### src/design/calib_lock_pkg.sv
// Constants and carrier types for the calibration, lock and checksum register bank
// ****************************************************************
// What this block does
// - Register 0x9 holds a 24-bit signed offset trim word, written MSB first, reset to zero.
// - Register 0xA holds a 24-bit unsigned gain trim word, written MSB first.
// - The gain trim word resets to 800000 hex, which means a gain of exactly 1x.
// - While the key register at 0xD holds 0xA5, its reset value, every register except the read-only checksum at 0xF is writable.
// - With any other key value only the key register itself accepts writes.
// - While unlocked no checksum is computed and the checksum register reads 0x0000.
// - While locked the checksum is recomputed continuously whenever the modulator clock runs.
// - The 16-bit CRC-16 checksum of the configuration reads from read-only register 0xF.
// - Register 0xE is a 16-bit read/write word whose reset value depends on the variant.
// - A command is acted on only when its top two address bits match the device address on the dev_addr strap, 01 by default.
// ****************************************************************
package calib_lock_pkg;
  // Register addresses
  localparam logic [3:0] ADDR_OFFSET_TRIM = 4'h9;
  localparam logic [3:0] ADDR_GAIN_TRIM = 4'ha;
  localparam logic [3:0] ADDR_RSV_B = 4'hb;
  localparam logic [3:0] ADDR_RSV_C = 4'hc;
  localparam logic [3:0] ADDR_LOCK_KEY = 4'hd;
  localparam logic [3:0] ADDR_VARIANT = 4'he;
  localparam logic [3:0] ADDR_CHECKSUM = 4'hf;
  // Reset values
  localparam logic [23:0] RST_OFFSET_TRIM = 24'h000000;
  localparam logic [23:0] RST_GAIN_TRIM = 24'h800000;
  localparam logic [23:0] RST_RSV_B = 24'h900000;
  localparam logic [7:0] RST_RSV_C = 8'h50;
  localparam logic [7:0] UNLOCK_CODE = 8'ha5;
  localparam logic [15:0] RST_VARIANT = 16'h0001; // Arbitrary value
  localparam logic [15:0] RST_CHECKSUM = 16'h0000;
  // Device address and command field positions
  localparam logic [1:0] DEV_ADDR_DEFAULT = 2'h1;
  localparam int CMD_DEV_HI = 7;
  localparam int CMD_DEV_LO = 6;
  localparam int CMD_REG_HI = 5;
  localparam int CMD_REG_LO = 2;
  // CRC-16 generator and stream length
  localparam logic [15:0] CRC_POLY = 16'h8005;
  localparam logic [15:0] CRC_SEED = 16'h0000;
  localparam int CRC_STREAM_BITS = 104;
  localparam logic [6:0] CRC_LAST_BIT = 7'd103;

  // One register access taken from the SPI command layer
  typedef struct packed {
    logic valid;
    logic write;
    logic [7:0] cmd;
    logic [23:0] wdata;
  } reg_req_t;

  typedef struct packed {
    logic valid;
    logic hit;
    logic [23:0] rdata;
  } reg_rsp_t;
endpackage

### src/design/calib_lock_crc_regs.sv
// Register bank for calibration trims, reserved words, write lock and configuration checksum
`timescale 1ns/1ps
`default_nettype none
module calib_lock_crc_regs (
  input wire logic clock,
  input wire logic nrst,
  input wire calib_lock_pkg::reg_req_t req,
  input wire logic [1:0] dev_addr,
  input wire logic modulator_clock,
  output calib_lock_pkg::reg_rsp_t rsp,
  output logic [23:0] offset_trim,
  output logic [23:0] gain_trim,
  output logic map_locked
);
  // ****************************************************************
  // Storage
  // ****************************************************************
  logic [23:0] offset_trim_r;
  logic [23:0] gain_trim_r;
  logic [23:0] rsv_b_r;
  logic [7:0] rsv_c_r;
  logic [7:0] lock_key_r;
  logic [15:0] variant_r;
  logic [15:0] checksum;
  logic [3:0] reg_addr;
  logic addr_hit;
  logic unlocked;
  logic wr_ok;
  logic [23:0] rdata_nxt;
  logic mclk_s1_r;
  logic mclk_s2_r;
  logic mclk_s3_r;
  logic mclk_level_r;
  logic mclk_tick;

  // Decode of the command byte
  function automatic logic dev_match(input logic [7:0] cmd, input logic [1:0] da);
    dev_match = (cmd[calib_lock_pkg::CMD_DEV_HI:calib_lock_pkg::CMD_DEV_LO] == da);
  endfunction

  assign reg_addr = req.cmd[calib_lock_pkg::CMD_REG_HI:calib_lock_pkg::CMD_REG_LO];
  assign addr_hit = req.valid && dev_match(req.cmd, dev_addr);
  assign unlocked = (lock_key_r == calib_lock_pkg::UNLOCK_CODE);
  // Key register always writable, the rest only while unlocked
  assign wr_ok = addr_hit && req.write && (unlocked || reg_addr == calib_lock_pkg::ADDR_LOCK_KEY);

  // ****************************************************************
  // Writable registers
  // ****************************************************************
  // Trim words; reset to zero offset and unity gain
  always_ff @(posedge clock) begin
    if (!nrst) begin
      offset_trim_r <= calib_lock_pkg::RST_OFFSET_TRIM;
      gain_trim_r <= calib_lock_pkg::RST_GAIN_TRIM;
    end else if (wr_ok) begin
      if (reg_addr == calib_lock_pkg::ADDR_OFFSET_TRIM) begin
        offset_trim_r <= req.wdata;
      end
      if (reg_addr == calib_lock_pkg::ADDR_GAIN_TRIM) begin
        gain_trim_r <= req.wdata;
      end
    end
  end

  // Reserved and variant words keep plain storage; host keeps only the two reserved words at reset values
  always_ff @(posedge clock) begin
    if (!nrst) begin
      rsv_b_r <= calib_lock_pkg::RST_RSV_B;
      rsv_c_r <= calib_lock_pkg::RST_RSV_C;
      variant_r <= calib_lock_pkg::RST_VARIANT;
    end else if (wr_ok) begin
      if (reg_addr == calib_lock_pkg::ADDR_RSV_B) begin
        rsv_b_r <= req.wdata;
      end
      if (reg_addr == calib_lock_pkg::ADDR_RSV_C) begin
        rsv_c_r <= req.wdata[7:0];
      end
      if (reg_addr == calib_lock_pkg::ADDR_VARIANT) begin
        variant_r <= req.wdata[15:0];
      end
    end
  end

  // Key register; resets unlocked
  always_ff @(posedge clock) begin
    if (!nrst) begin
      lock_key_r <= calib_lock_pkg::UNLOCK_CODE;
    end else if (wr_ok && reg_addr == calib_lock_pkg::ADDR_LOCK_KEY) begin
      lock_key_r <= req.wdata[7:0];
    end
  end

  // ****************************************************************
  // Modulator clock sampling and checksum
  // ****************************************************************
  // Three stages; the filtered level moves only once stages two and three agree,
  // so a sample caught mid-transition can never make a tick on its own
  always_ff @(posedge clock) begin
    if (!nrst) begin
      mclk_s1_r <= 1'b0;
      mclk_s2_r <= 1'b0;
      mclk_s3_r <= 1'b0;
      mclk_level_r <= 1'b0;
    end else begin
      mclk_s1_r <= modulator_clock;
      mclk_s2_r <= mclk_s1_r;
      mclk_s3_r <= mclk_s2_r;
      if (mclk_s2_r == mclk_s3_r) begin
        mclk_level_r <= mclk_s3_r;
      end
    end
  end
  // Rising edge of the filtered level; a stopped modulator clock gives no ticks
  assign mclk_tick = mclk_s2_r && mclk_s3_r && !mclk_level_r;

  config_crc16 u_crc (
    .clock(clock),
    .nrst(nrst),
    .run(!unlocked),
    .tick(mclk_tick),
    .image({offset_trim_r, gain_trim_r, rsv_b_r, rsv_c_r, lock_key_r, variant_r}),
    .result(checksum)
  );

  // ****************************************************************
  // Read path and outputs
  // ****************************************************************
  // Read mux; addresses outside this bank answer zero with hit low
  always_comb begin
    rdata_nxt = 24'h000000;
    case (reg_addr)
      calib_lock_pkg::ADDR_OFFSET_TRIM: rdata_nxt = offset_trim_r;
      calib_lock_pkg::ADDR_GAIN_TRIM: rdata_nxt = gain_trim_r;
      calib_lock_pkg::ADDR_RSV_B: rdata_nxt = rsv_b_r;
      calib_lock_pkg::ADDR_RSV_C: rdata_nxt = {16'h0000, rsv_c_r};
      calib_lock_pkg::ADDR_LOCK_KEY: rdata_nxt = {16'h0000, lock_key_r};
      calib_lock_pkg::ADDR_VARIANT: rdata_nxt = {8'h00, variant_r};
      calib_lock_pkg::ADDR_CHECKSUM: rdata_nxt = {8'h00, checksum};
      default: rdata_nxt = 24'h000000;
    endcase
  end

  // Answer one cycle after the request; foreign device address gives no answer
  always_ff @(posedge clock) begin
    if (!nrst) begin
      rsp <= '0;
      map_locked <= 1'b0;
    end else begin
      rsp.valid <= addr_hit;
      rsp.hit <= addr_hit && reg_addr >= calib_lock_pkg::ADDR_OFFSET_TRIM;
      rsp.rdata <= addr_hit ? rdata_nxt : 24'h000000;
      map_locked <= !unlocked;
    end
  end

  // Trim outputs registered for the conversion datapath
  always_ff @(posedge clock) begin
    if (!nrst) begin
      offset_trim <= calib_lock_pkg::RST_OFFSET_TRIM;
      gain_trim <= calib_lock_pkg::RST_GAIN_TRIM;
    end else begin
      offset_trim <= offset_trim_r;
      gain_trim <= gain_trim_r;
    end
  end

  // ****************************************************************
  // Checks
  // ****************************************************************
  // Reset values, lock behaviour, read path and tick shape
  AST_LOCKED_WRITE_BLOCKED: assert property (@(posedge clock) disable iff (!nrst)
    (addr_hit && req.write && !unlocked && reg_addr != calib_lock_pkg::ADDR_LOCK_KEY)
    |=> $stable(offset_trim_r) && $stable(gain_trim_r) && $stable(rsv_b_r)
    && $stable(rsv_c_r) && $stable(variant_r))
    else $error("register changed by a write while locked");
  AST_UNLOCKED_WRITE_TAKES: assert property (@(posedge clock) disable iff (!nrst)
    (addr_hit && req.write && unlocked && reg_addr == calib_lock_pkg::ADDR_OFFSET_TRIM)
    |=> offset_trim_r == $past(req.wdata))
    else $error("offset trim write lost while unlocked");
  AST_KEY_ALWAYS_WRITABLE: assert property (@(posedge clock) disable iff (!nrst)
    (addr_hit && req.write && reg_addr == calib_lock_pkg::ADDR_LOCK_KEY)
    |=> lock_key_r == $past(req.wdata[7:0]))
    else $error("key write lost");
  AST_UNLOCKED_SUM_ZERO: assert property (@(posedge clock) disable iff (!nrst)
    unlocked |=> checksum == 16'h0000 || !$past(unlocked))
    else $error("checksum nonzero while unlocked");
  AST_FOREIGN_ADDR_SILENT: assert property (@(posedge clock) disable iff (!nrst)
    (req.valid && !dev_match(req.cmd, dev_addr)) |=> !rsp.valid)
    else $error("answered a foreign device address");
  AST_SUM_FROZEN_NO_CLOCK: assert property (@(posedge clock) disable iff (!nrst)
    (!unlocked && $past(!unlocked) && !mclk_tick) |=> $stable(checksum))
    else $error("checksum moved without a modulator tick");
  AST_READ_SUM: assert property (@(posedge clock) disable iff (!nrst)
    (addr_hit && reg_addr == calib_lock_pkg::ADDR_CHECKSUM) |=> rsp.rdata == {8'h00, $past(checksum)})
    else $error("checksum read mismatch");
  AST_GAIN_RESET: assert property (@(posedge clock)
    !nrst |=> gain_trim_r == calib_lock_pkg::RST_GAIN_TRIM)
    else $error("gain trim not at unity after reset");
  AST_OFFSET_RESET: assert property (@(posedge clock)
    !nrst |=> offset_trim_r == calib_lock_pkg::RST_OFFSET_TRIM
    && offset_trim == calib_lock_pkg::RST_OFFSET_TRIM)
    else $error("offset trim not zero after reset");
  AST_RESERVED_RESET: assert property (@(posedge clock)
    !nrst |=> rsv_b_r == calib_lock_pkg::RST_RSV_B && rsv_c_r == calib_lock_pkg::RST_RSV_C
    && variant_r == calib_lock_pkg::RST_VARIANT)
    else $error("reserved words not at their reset values");
  AST_UNMAPPED_NO_HIT: assert property (@(posedge clock) disable iff (!nrst)
    (addr_hit && reg_addr < calib_lock_pkg::ADDR_OFFSET_TRIM)
    |=> rsp.valid && !rsp.hit && rsp.rdata == 24'h000000)
    else $error("address below the bank answered with data");
  AST_LOCK_FLAG: assert property (@(posedge clock) disable iff (!nrst)
    (lock_key_r != calib_lock_pkg::UNLOCK_CODE) |=> map_locked)
    else $error("lock flag low with a foreign key");
  AST_TICK_ONE_CYCLE: assert property (@(posedge clock) disable iff (!nrst)
    mclk_tick |=> !mclk_tick)
    else $error("modulator tick longer than one cycle");
  AST_GAIN_PORT_FOLLOWS: assert property (@(posedge clock) disable iff (!nrst)
    1'b1 |=> gain_trim == $past(gain_trim_r))
    else $error("gain trim port does not follow the register");
  COV_LOCK: cover property (@(posedge clock) disable iff (!nrst) $rose(!unlocked));
  COV_SUM: cover property (@(posedge clock) disable iff (!nrst) $changed(checksum) && checksum != 0);
  COV_BLOCKED: cover property (@(posedge clock) disable iff (!nrst) addr_hit && req.write && !wr_ok);
  COV_UNMAPPED: cover property (@(posedge clock) disable iff (!nrst)
    addr_hit && reg_addr < calib_lock_pkg::ADDR_OFFSET_TRIM);
  COV_FOREIGN: cover property (@(posedge clock) disable iff (!nrst) req.valid && !addr_hit);
endmodule
`default_nettype wire

### src/design/config_crc16.sv
// Serial CRC-16 engine that walks the configuration image one bit per modulator tick
`timescale 1ns/1ps
`default_nettype none
module config_crc16 (
  input wire logic clock,
  input wire logic nrst,
  input wire logic run,
  input wire logic tick,
  input wire logic [103:0] image,
  output logic [15:0] result
);
  typedef enum logic [1:0] {
    CRC_IDLE = 2'b01,
    CRC_SHIFT = 2'b10
  } crc_state_t;

  crc_state_t state_r;
  logic [6:0] bit_r;
  logic [15:0] acc_r;
  logic in_bit;
  logic fb;

  // Feedback of the MSB-first shift register
  assign in_bit = image[7'(calib_lock_pkg::CRC_LAST_BIT - bit_r)];
  assign fb = in_bit ^ acc_r[15];

  // Pass sequencer; only advances on a modulator tick while locked
  always_ff @(posedge clock) begin
    if (!nrst || !run) begin
      state_r <= CRC_IDLE;
      bit_r <= 7'd0;
      acc_r <= calib_lock_pkg::CRC_SEED;
    end else if (tick) begin
      case (state_r)
        CRC_IDLE: begin
          state_r <= CRC_SHIFT;
          bit_r <= 7'd0;
          acc_r <= calib_lock_pkg::CRC_SEED;
        end
        CRC_SHIFT: begin
          acc_r <= {acc_r[14:0], 1'b0} ^ (fb ? calib_lock_pkg::CRC_POLY : 16'h0000);
          if (bit_r == calib_lock_pkg::CRC_LAST_BIT) begin
            state_r <= CRC_IDLE;
          end else begin
            bit_r <= bit_r + 7'd1;
          end
        end
        default: state_r <= CRC_IDLE;
      endcase
    end
  end

  // Publish only finished passes so a read never sees a half sum; cleared when unlocked
  always_ff @(posedge clock) begin
    if (!nrst || !run) begin
      result <= calib_lock_pkg::RST_CHECKSUM;
    end else if (tick && state_r == CRC_SHIFT && bit_r == calib_lock_pkg::CRC_LAST_BIT) begin
      result <= {acc_r[14:0], 1'b0} ^ (fb ? calib_lock_pkg::CRC_POLY : 16'h0000);
    end
  end
endmodule
`default_nettype wire

### config.mk
export PLATFORM = sky130hd
export DESIGN_NAME = calib_lock_crc_regs
export DESIGN_NICKNAME = d
export VERILOG_FILES = /design/src/design/calib_lock_pkg.sv /design/src/design/calib_lock_crc_regs.sv /design/src/design/config_crc16.sv
export SDC_FILE = /design/constraint.sdc
export NUM_CORES = 1
export LEC_CHECK = 0
export BUFFER_PORTS_ARGS = -buffer_cell sky130_fd_sc_hd__buf_2
export CAP_MARGIN = 20
export CORE_UTILIZATION = 46
export DETAILED_ROUTE_END_ITERATION = 7
export PLACE_DENSITY = 0.66
export SLEW_MARGIN = 25
export SYNTH_ARGS = -nofsm -noshare
export SYNTH_HDL_FRONTEND = slang
export SYNTH_SLANG_ARGS = --single-unit
### constraint.sdc
create_clock -name clock -period 5.85 [get_ports clock]
set_input_delay 0.585 -clock clock [delete_from_list [all_inputs] [get_ports clock]]
set_output_delay 0.585 -clock clock [all_outputs]
set_load 0.05 [all_outputs]
=== Yosys cells after proc, flatten, opt, wreduce, memory -nomap -nowiden ===
Cells that the tools add are included.

* Flip-flop bits (word level): 224
* Output and inout bits: 75
* Input bits: 39
* Logic and storage cells: 74

* Order comparisons: 2
* Equality and inequality tests: 15
* Bitwise gates (word level): 2
* Add/sub/neg operators: 2
* Mux-type cells: 9
* Reductions and logical operators: 24

{| class="wikitable"
|+ Operators with widths
! cell !! number
|-
| $pmux W24 S7 || 1
|-
| $pmux W16 S2 || 1
|-
| $eq A4 B4 Y1 const B || 7
|-
| $mux W16 || 1
|-
| $reduce_and A2 Y1 || 8
|-
| $xor A16 B16 Y16 || 1
|-
| $pmux W7 S2 || 1
|-
| $logic_and A1 B1 Y1 || 9
|-
| $eq A8 B8 Y1 const B || 1
|-
| $lt A7 B8 Y1 const B || 1
|-
| $add A7 B1 Y7 const B || 1
|-
| $bmux W1 S7 || 1
|-
| $eq A7 B7 Y1 const B || 1
|-
| $mux W7 || 1
|-
| $sub A7 B7 Y7 const A || 1
|-
| $ge A4 B4 Y1 const B || 1
|-
| $pmux W2 S2 || 1
|-
| $logic_not A1 Y1 || 3
|-
| $reduce_and A3 Y1 || 1
|-
| $eq A2 B1 Y1 const B || 1
|-
| $eq A2 B2 Y1 || 1
|-
| $eq A2 B2 Y1 const B || 1
|-
| $logic_or A1 B1 Y1 || 2
|-
| $mux W2 || 1
|-
| 6 further kinds || 6
|}

=== Longest topological paths before layout ===
* Word-level depth: 7
* Mapped depth: 11
* Gate-level depth less buffers: 10

=== Hierarchy ===
From an unflattened synthesis, not the netlist that was laid out.

* Cells, all modules: 955
* Area total of the unflattened synthesis: 9461.6 um^2

{| class="wikitable"
|+ By module, submodules not included
! module !! sequential area each (um^2) !! cells an instance !! area each (um^2) !! times used
|-
| calib_lock_crc_regs || 3663.5 || 675 || 6854.1 || 1
|-
| config_crc16 || 820.8 || 280 || 2607.5 || 1
|}

=== Worst setup path before layout ===
OpenSTA, ideal clock, no wires.

* Path kind: register -> register
* Start point: register u_crc.bit_r[0]
* End point: register u_crc.result[15]
* Arrival: 2390 ps
* Library setup time: 62 ps
* Slack: 3398 ps
* Period minus slack after synthesis: 2452 ps
* Data required time: 5788 ps
* Path buffers: 1
* Stages on the path, launching flop included: 10
* Path through: dfxtp_1 -> buf_6 -> mux4_1 -> mux2_2 -> a221oi_1 -> a311o_2 -> a31oi_4 -> xnor2_2 -> or4_1 -> nand3_1

* Cells in the longest elaborated chain, start to end: 6
* Elaborated cells on any way between the ends: 8
* Those cells by class: add/sub (1); eq/ne (1); mux (3); bitwise (2); reduce/logical (1)

{| class="wikitable"
|+ RTL lines
! what !! line !! source
|-
| start: declaration || config_crc16.sv:18 || <nowiki>logic [6:0] bit_r;</nowiki>
|-
| start signal: assignment || config_crc16.sv:45 || <nowiki>bit_r <= bit_r + 7'd1;</nowiki>
|-
| $sub A7 B7 Y7 || config_crc16.sv:24 || <nowiki>assign in_bit = image[7'(calib_lock_pkg::CRC_LAST_BIT - bit_r)];</nowiki>
|-
| $bmux W1 S7 || config_crc16.sv:24 ||
|-
| $mux W1 (implied by the code) || config_crc16.sv:24 ||
|-
| $xor A1 B1 Y1 || config_crc16.sv:25 || <nowiki>assign fb = in_bit ^ acc_r[15];</nowiki>
|-
| $mux W16 || config_crc16.sv:58 || <nowiki>result <= {acc_r[14:0], 1'b0} ^ (fb ? calib_lock_pkg::CRC_POLY : 16'h0000);</nowiki>
|-
| $xor A16 B16 Y16 || config_crc16.sv:58 ||
|-
| end signal: assignment || config_crc16.sv:56 || <nowiki>result <= calib_lock_pkg::RST_CHECKSUM;</nowiki>
|-
| end signal: assignment || config_crc16.sv:58 ||
|-
| end: declaration || config_crc16.sv:10 || <nowiki>output logic [15:0] result</nowiki>
|}

Several ways; a longest one is shown, not always the timed one. The select of a mux whose other input is x is not followed.
A chain may end at the register's enable or synchronous reset.

=== Worst setup path after layout ===
Ends and elaborated chain as after synthesis.

==> flow_summary.rst <==
.. list-table::
   :header-rows: 1

   * - Metric
     - Value
   * - Master cell of the clock root buffer
     - clkbuf_16
   * - Worst flop-to-flop path startpoint
     - u_crc.bit_r[0]
   * - Leakage power figure
     - 3.83 nW
   * - Wire length on met1
     - 11.0 mm
   * - Met3 layer wire length in the routed design
     - 1.83 mm
   * - Flop2flop setup slack
     - 2.41 ns
   * - Area of the placeable core
     - 19500 um^2
   * - RD Place Congestion
     - 0.884
   * - Final Hold Slack
     - 0.284 ns
   * - Per-cell routed wire length
     - 18.2 um
   * - Top Layer Used
     - met5
   * - Seq/Total Area, Yosys
     - 48.9%
   * - CTS H-tree lvls
     - 1
   * - Placed cell area
     - 9890 um^2
   * - Synthesis Warnings
     - 0
   * - Share of total power in the clock network
     - 49.5%
   * - Initial cell density of the core
     - 46.9%
   * - Post-synthesis compound-gate area fraction
     - 15.9%
   * - HPWL Detailed
     - 16.4 mm
   * - Worst setup slack after layout
     - 2.41 ns
   * - Area share of fa/ha/maj cells after synthesis
     - 0.955%
   * - IO buf count
     - 111
   * - HP Class
     - input pin to register
   * - Main flop type after synthesis
     - dfxtp_1
   * - CTS tree
     - done
   * - Sort of element at the end of the critical path
     - register
   * - Relative contribution of combinational cells to total power
     - 2.7%
   * - Area of the die
     - 20500 um^2
   * - Worst Max-Slew Pin Slew
     - 1.02 ns
   * - Post-synth EDFFs
     - 0
   * - Reported net switching power
     - 0.651 mW
   * - Initial antenna violation count
     - 2
   * - Total count of max-transition violations in the final report
     - 0
   * - Net count of the mapped netlist
     - 1027
   * - Tmin final
     - 3.44 ns
   * - Core occupancy in the finished layout
     - 54.9%
   * - Worst setup slack after placement
     - 2.41 ns
   * - Maximum clock path buffer count
     - 3
   * - Status
     - finished clean
   * - Post-CTS Resized
     - 0
   * - Clock-pin slew of the registers on the worst-case setup and hold paths
     - 0.06 ns
   * - Row cnt
     - 51
   * - Area of all placed cells without fillers
     - 10700 um^2
   * - Period Utilization, post-route
     - 58.8%
   * - Net count, final
     - 1114
   * - Maximum cell stage delay along the critical path
     - 0.87 ns
   * - Highest net fanout along the worst path
     - 16
   * - DR DRC count
     - 0
   * - Synthesis-to-layout area growth
     - 17.0%
   * - Drt first pass iters
     - 8
   * - Wire length of the first global-routing pass
     - 38.0 mm
   * - Critical path start-end classification
     - register to register
   * - Sequential share of power
     - 47.8%
   * - Number of hold buffers added after CTS
     - 0
   * - Switching share of power
     - 20.3%
   * - RSZ-0062 raised after global routing
     - false
   * - Maximum number of pins on one net before global-route repair
     - 121
   * - Arrival time reported for the critical path endpoint
     - 3.88 ns
   * - Summed instance area of the synthesized netlist
     - 9170 um^2
   * - Grt total ovfl
     - 0
   * - CP cell instances
     - buf_4 > mux4_1 > mux2_2 > a221oi_1 > a311o_2 > a31oi_4 > xnor2_2 > or4_1 > nand3_1
   * - Number of buffers created by CTS
     - 24
   * - Proportion of register bits with asynchronous set or reset after synthesis
     - 0%
   * - Total setup buffers inserted after CTS
     - 0
   * - Final antenna-violating net count
     - 0
   * - Die Span X
     - 143 um
   * - Internal cell power
     - 2.56 mW
   * - Gr usage total
     - 24.2%
   * - Worst Reg2Reg Path Length in Cells
     - 9
   * - Critical-path top delay cell
     - dfxtp_1
   * - Die span in y
     - 143 um
   * - Register bit count reported by yosys
     - 224
   * - Power per standard cell area
     - 299 nW/um^2
   * - Crit path launch type
     - register
   * - Number of hold violations in the final report
     - 0
   * - Max-cap violation count
     - 0
   * - Setup skew after layout
     - 0.0188 ns
   * - Amount of wire on met2 after detailed routing
     - 11.2 mm
   * - Synth Area in Simple Gates
     - 19.8%
   * - Via-to-Cell Ratio
     - 5.50
   * - Hold-critical path endpoint
     - mclk_s1_r
   * - TNS Setup
     - 0 ns
   * - HP Start
     - modulator_clock
   * - Worst VDD drop
     - 207 uV
   * - Sum of routed wire length over all layers
     - 24.5 mm
   * - Netlist cell types
     - 52
   * - Fraction of layout instances using a drive strength above 1
     - 17.7%
   * - Sink count of the clock tree
     - 224
   * - Multiplexer fraction of the synthesized cell area
     - 9.62%
   * - Combinational family with the most area after synthesis
     - simple AND/OR/NAND/NOR gates
   * - CP Data Required Time
     - 6.29 ns
   * - Crit Reg-Reg Endpoint
     - u_crc.result[15]
   * - Vias
     - 7411
   * - Cells after synthesis
     - 981
   * - I/O Pins
     - 114
   * - Worst slew margin relative to its limit
     - 32.1%
   * - Initial detailed-routing violation count
     - 613
   * - Hold path depth
     - 2
   * - Setup violations, final
     - 0
   * - Per-instance average area after synthesis
     - 9.35 um^2
   * - Maximum frequency from static timing analysis
     - 0.291 GHz
   * - Source-to-sink clock delay at the later pin of the worst-skew pair
     - 0.51 ns
   * - Xor and xnor area share after synthesis
     - 1.04%
   * - Via count of the first global-routing pass
     - 6785
## synth_stat cells (3+ instances only)
| library cell | instances | area share [%] |
|---|---|---|
| nand2_1 | 248 | 10 |
| dfxtp_1 | 224 | 49 |
| a21boi_0 | 81 | 6.6 |
| and2_1 | 52 | 3.5 |
| clkbuf_1 | 49 | 2.0 |
| nor2_1 | 37 | 1.5 |
| a22oi_1 | 35 | 2.9 |
| nand3_1 | 34 | 1.9 |
| mux2i_1 | 30 | 3.3 |
| a21oi_1 | 29 | 1.6 |
| a31oi_1 | 18 | 1.2 |
| mux4_2 | 16 | 3.9 |
| a222oi_1 | 15 | 1.6 |
| nor2b_1 | 15 | 1.0 |
| inv_1 | 8 | 0.33 |
| mux4_1 | 8 | 2.3 |
| ha_1 | 7 | 0.96 |
| o21ai_0 | 7 | 0.38 |
| nand2b_1 | 6 | 0.41 |
| buf_4 | 5 | 0.41 |
| nand4_1 | 5 | 0.34 |
| nor3_1 | 5 | 0.27 |
| xnor2_1 | 5 | 0.48 |
| xor2_1 | 4 | 0.38 |
| a21boi_1 | 3 | 0.25 |
| buf_1 | 3 | 0.12 |
| buf_6 | 3 | 0.37 |
## metal layers
layer  track usage (%)  up-vias
met5                 0        -
li1                  -     3580
met4              7.24        2
met3              4.63       38
met1              33.4     3521
met2              38.0      270
## kinds of logic (layout without fill, tap and decap cells)
group	after synthesis	in the layout
simple gates	411	411
xor+xnor	10	10
mux	55	55
flops	224	224
fa+ha+maj	7	7
buf+inv	73	173
compound gates	201	201
other cells	0	1
## worst max path at each step
| stage | cells after the start | to | startpoint |
|---|---|---|---|
| 4_1_cts | 9 | u_crc.result[15] | u_crc.bit_r[0] |
| 2_1_floorplan | 9 | u_crc.result[15] | u_crc.bit_r[0] |
| 3_3_place_gp | 9 | u_crc.result[2] | u_crc.bit_r[0] |
| 5_1_grt | 9 | u_crc.result[2] | u_crc.bit_r[0] |
| 3_5_place_dp | 9 | u_crc.result[2] | u_crc.bit_r[0] |
| 6_report | 9 | u_crc.result[15] | u_crc.bit_r[0] |
## layout by cell type (no fill, tap or decap), types with 4 or more instances in the layout
| cell type | instances |
|---|---|
| dfxtp_1 | 224 |
| nor2_1 | 35 |
| nor2b_1 | 15 |
| mux4_1 | 8 |
| buf_4 | 15 |
| a21boi_0 | 81 |
| and2_1 | 52 |
| nand2_1 | 246 |
| mux2i_1 | 30 |
| a22oi_1 | 35 |
| xnor2_1 | 5 |
| nand4_1 | 5 |
| o21ai_0 | 7 |
| nand2b_1 | 6 |
| clkbuf_16 | 25 |
| bufinv_16 | 4 |
| a21oi_1 | 29 |
| a222oi_1 | 15 |
| mux4_2 | 16 |
| clkbuf_8 | 4 |
| nand3_1 | 34 |
| a31oi_1 | 18 |
| xor2_1 | 4 |
| inv_1 | 8 |
| ha_1 | 7 |
| buf_2 | 110 |
## worst max-delay path, delay by kind of cell (launching register included)
kind | cells | cell delay [ns]
AOI/OAI and AO/OA | 3 | 0.59
xor gates and xnor gates | 1 | 0.22
buffers and inverters | 1 | 0.33
DFF | 1 | 0.87
muxes | 2 | 0.85
and+or+nand+nor | 2 | 0.49
## cell type report
type | count | area (um^2)
fillers | 1777 | 8800
repair buffers | 125 | 663
diodes | 1 | 2.50
flip-flops and latches | 224 | 4480
inverters | 9 | 33.8
multi-input cells | 684 | 4380
well taps | 265 | 332
clock buffers | 32 | 692
clock inverters | 7 | 138
## per-stage QoR
stage                     power [mW]  cells
after floorplan                 1.61    981
after global placement          1.65   1307
after detailed placement        1.65   1307
after CTS                       3.23   1346
after global routing            3.30   1346
final                           3.21   1347
## state kept, by name (all words and copies together) (netlist names), 2 cells and up
name and cells:
u_crc.bit_r 7, offset_trim 24, u_crc.result 16, offset_trim_r 24, lock_key_r 8, rsp 26
variant_r 16, gain_trim_r 24, gain_trim 24, rsv_c_r 8, u_crc.acc_r 16, u_crc.state_r 2
rsv_b_r 24
## power by group through the flow
stage | registers, mW | clock network (mW) | logic [mW]
detailed placement | 1.57 | 0 | 0.0858
global placement | 1.57 | 0 | 0.0856
global route | 1.53 | 1.67 | 0.0929
floorplan | 1.57 | 0 | 0.0398
CTS | 1.53 | 1.61 | 0.0861
finish | 1.53 | 1.59 | 0.0875
Note: power is estimated with default switching activity, not from simulation.
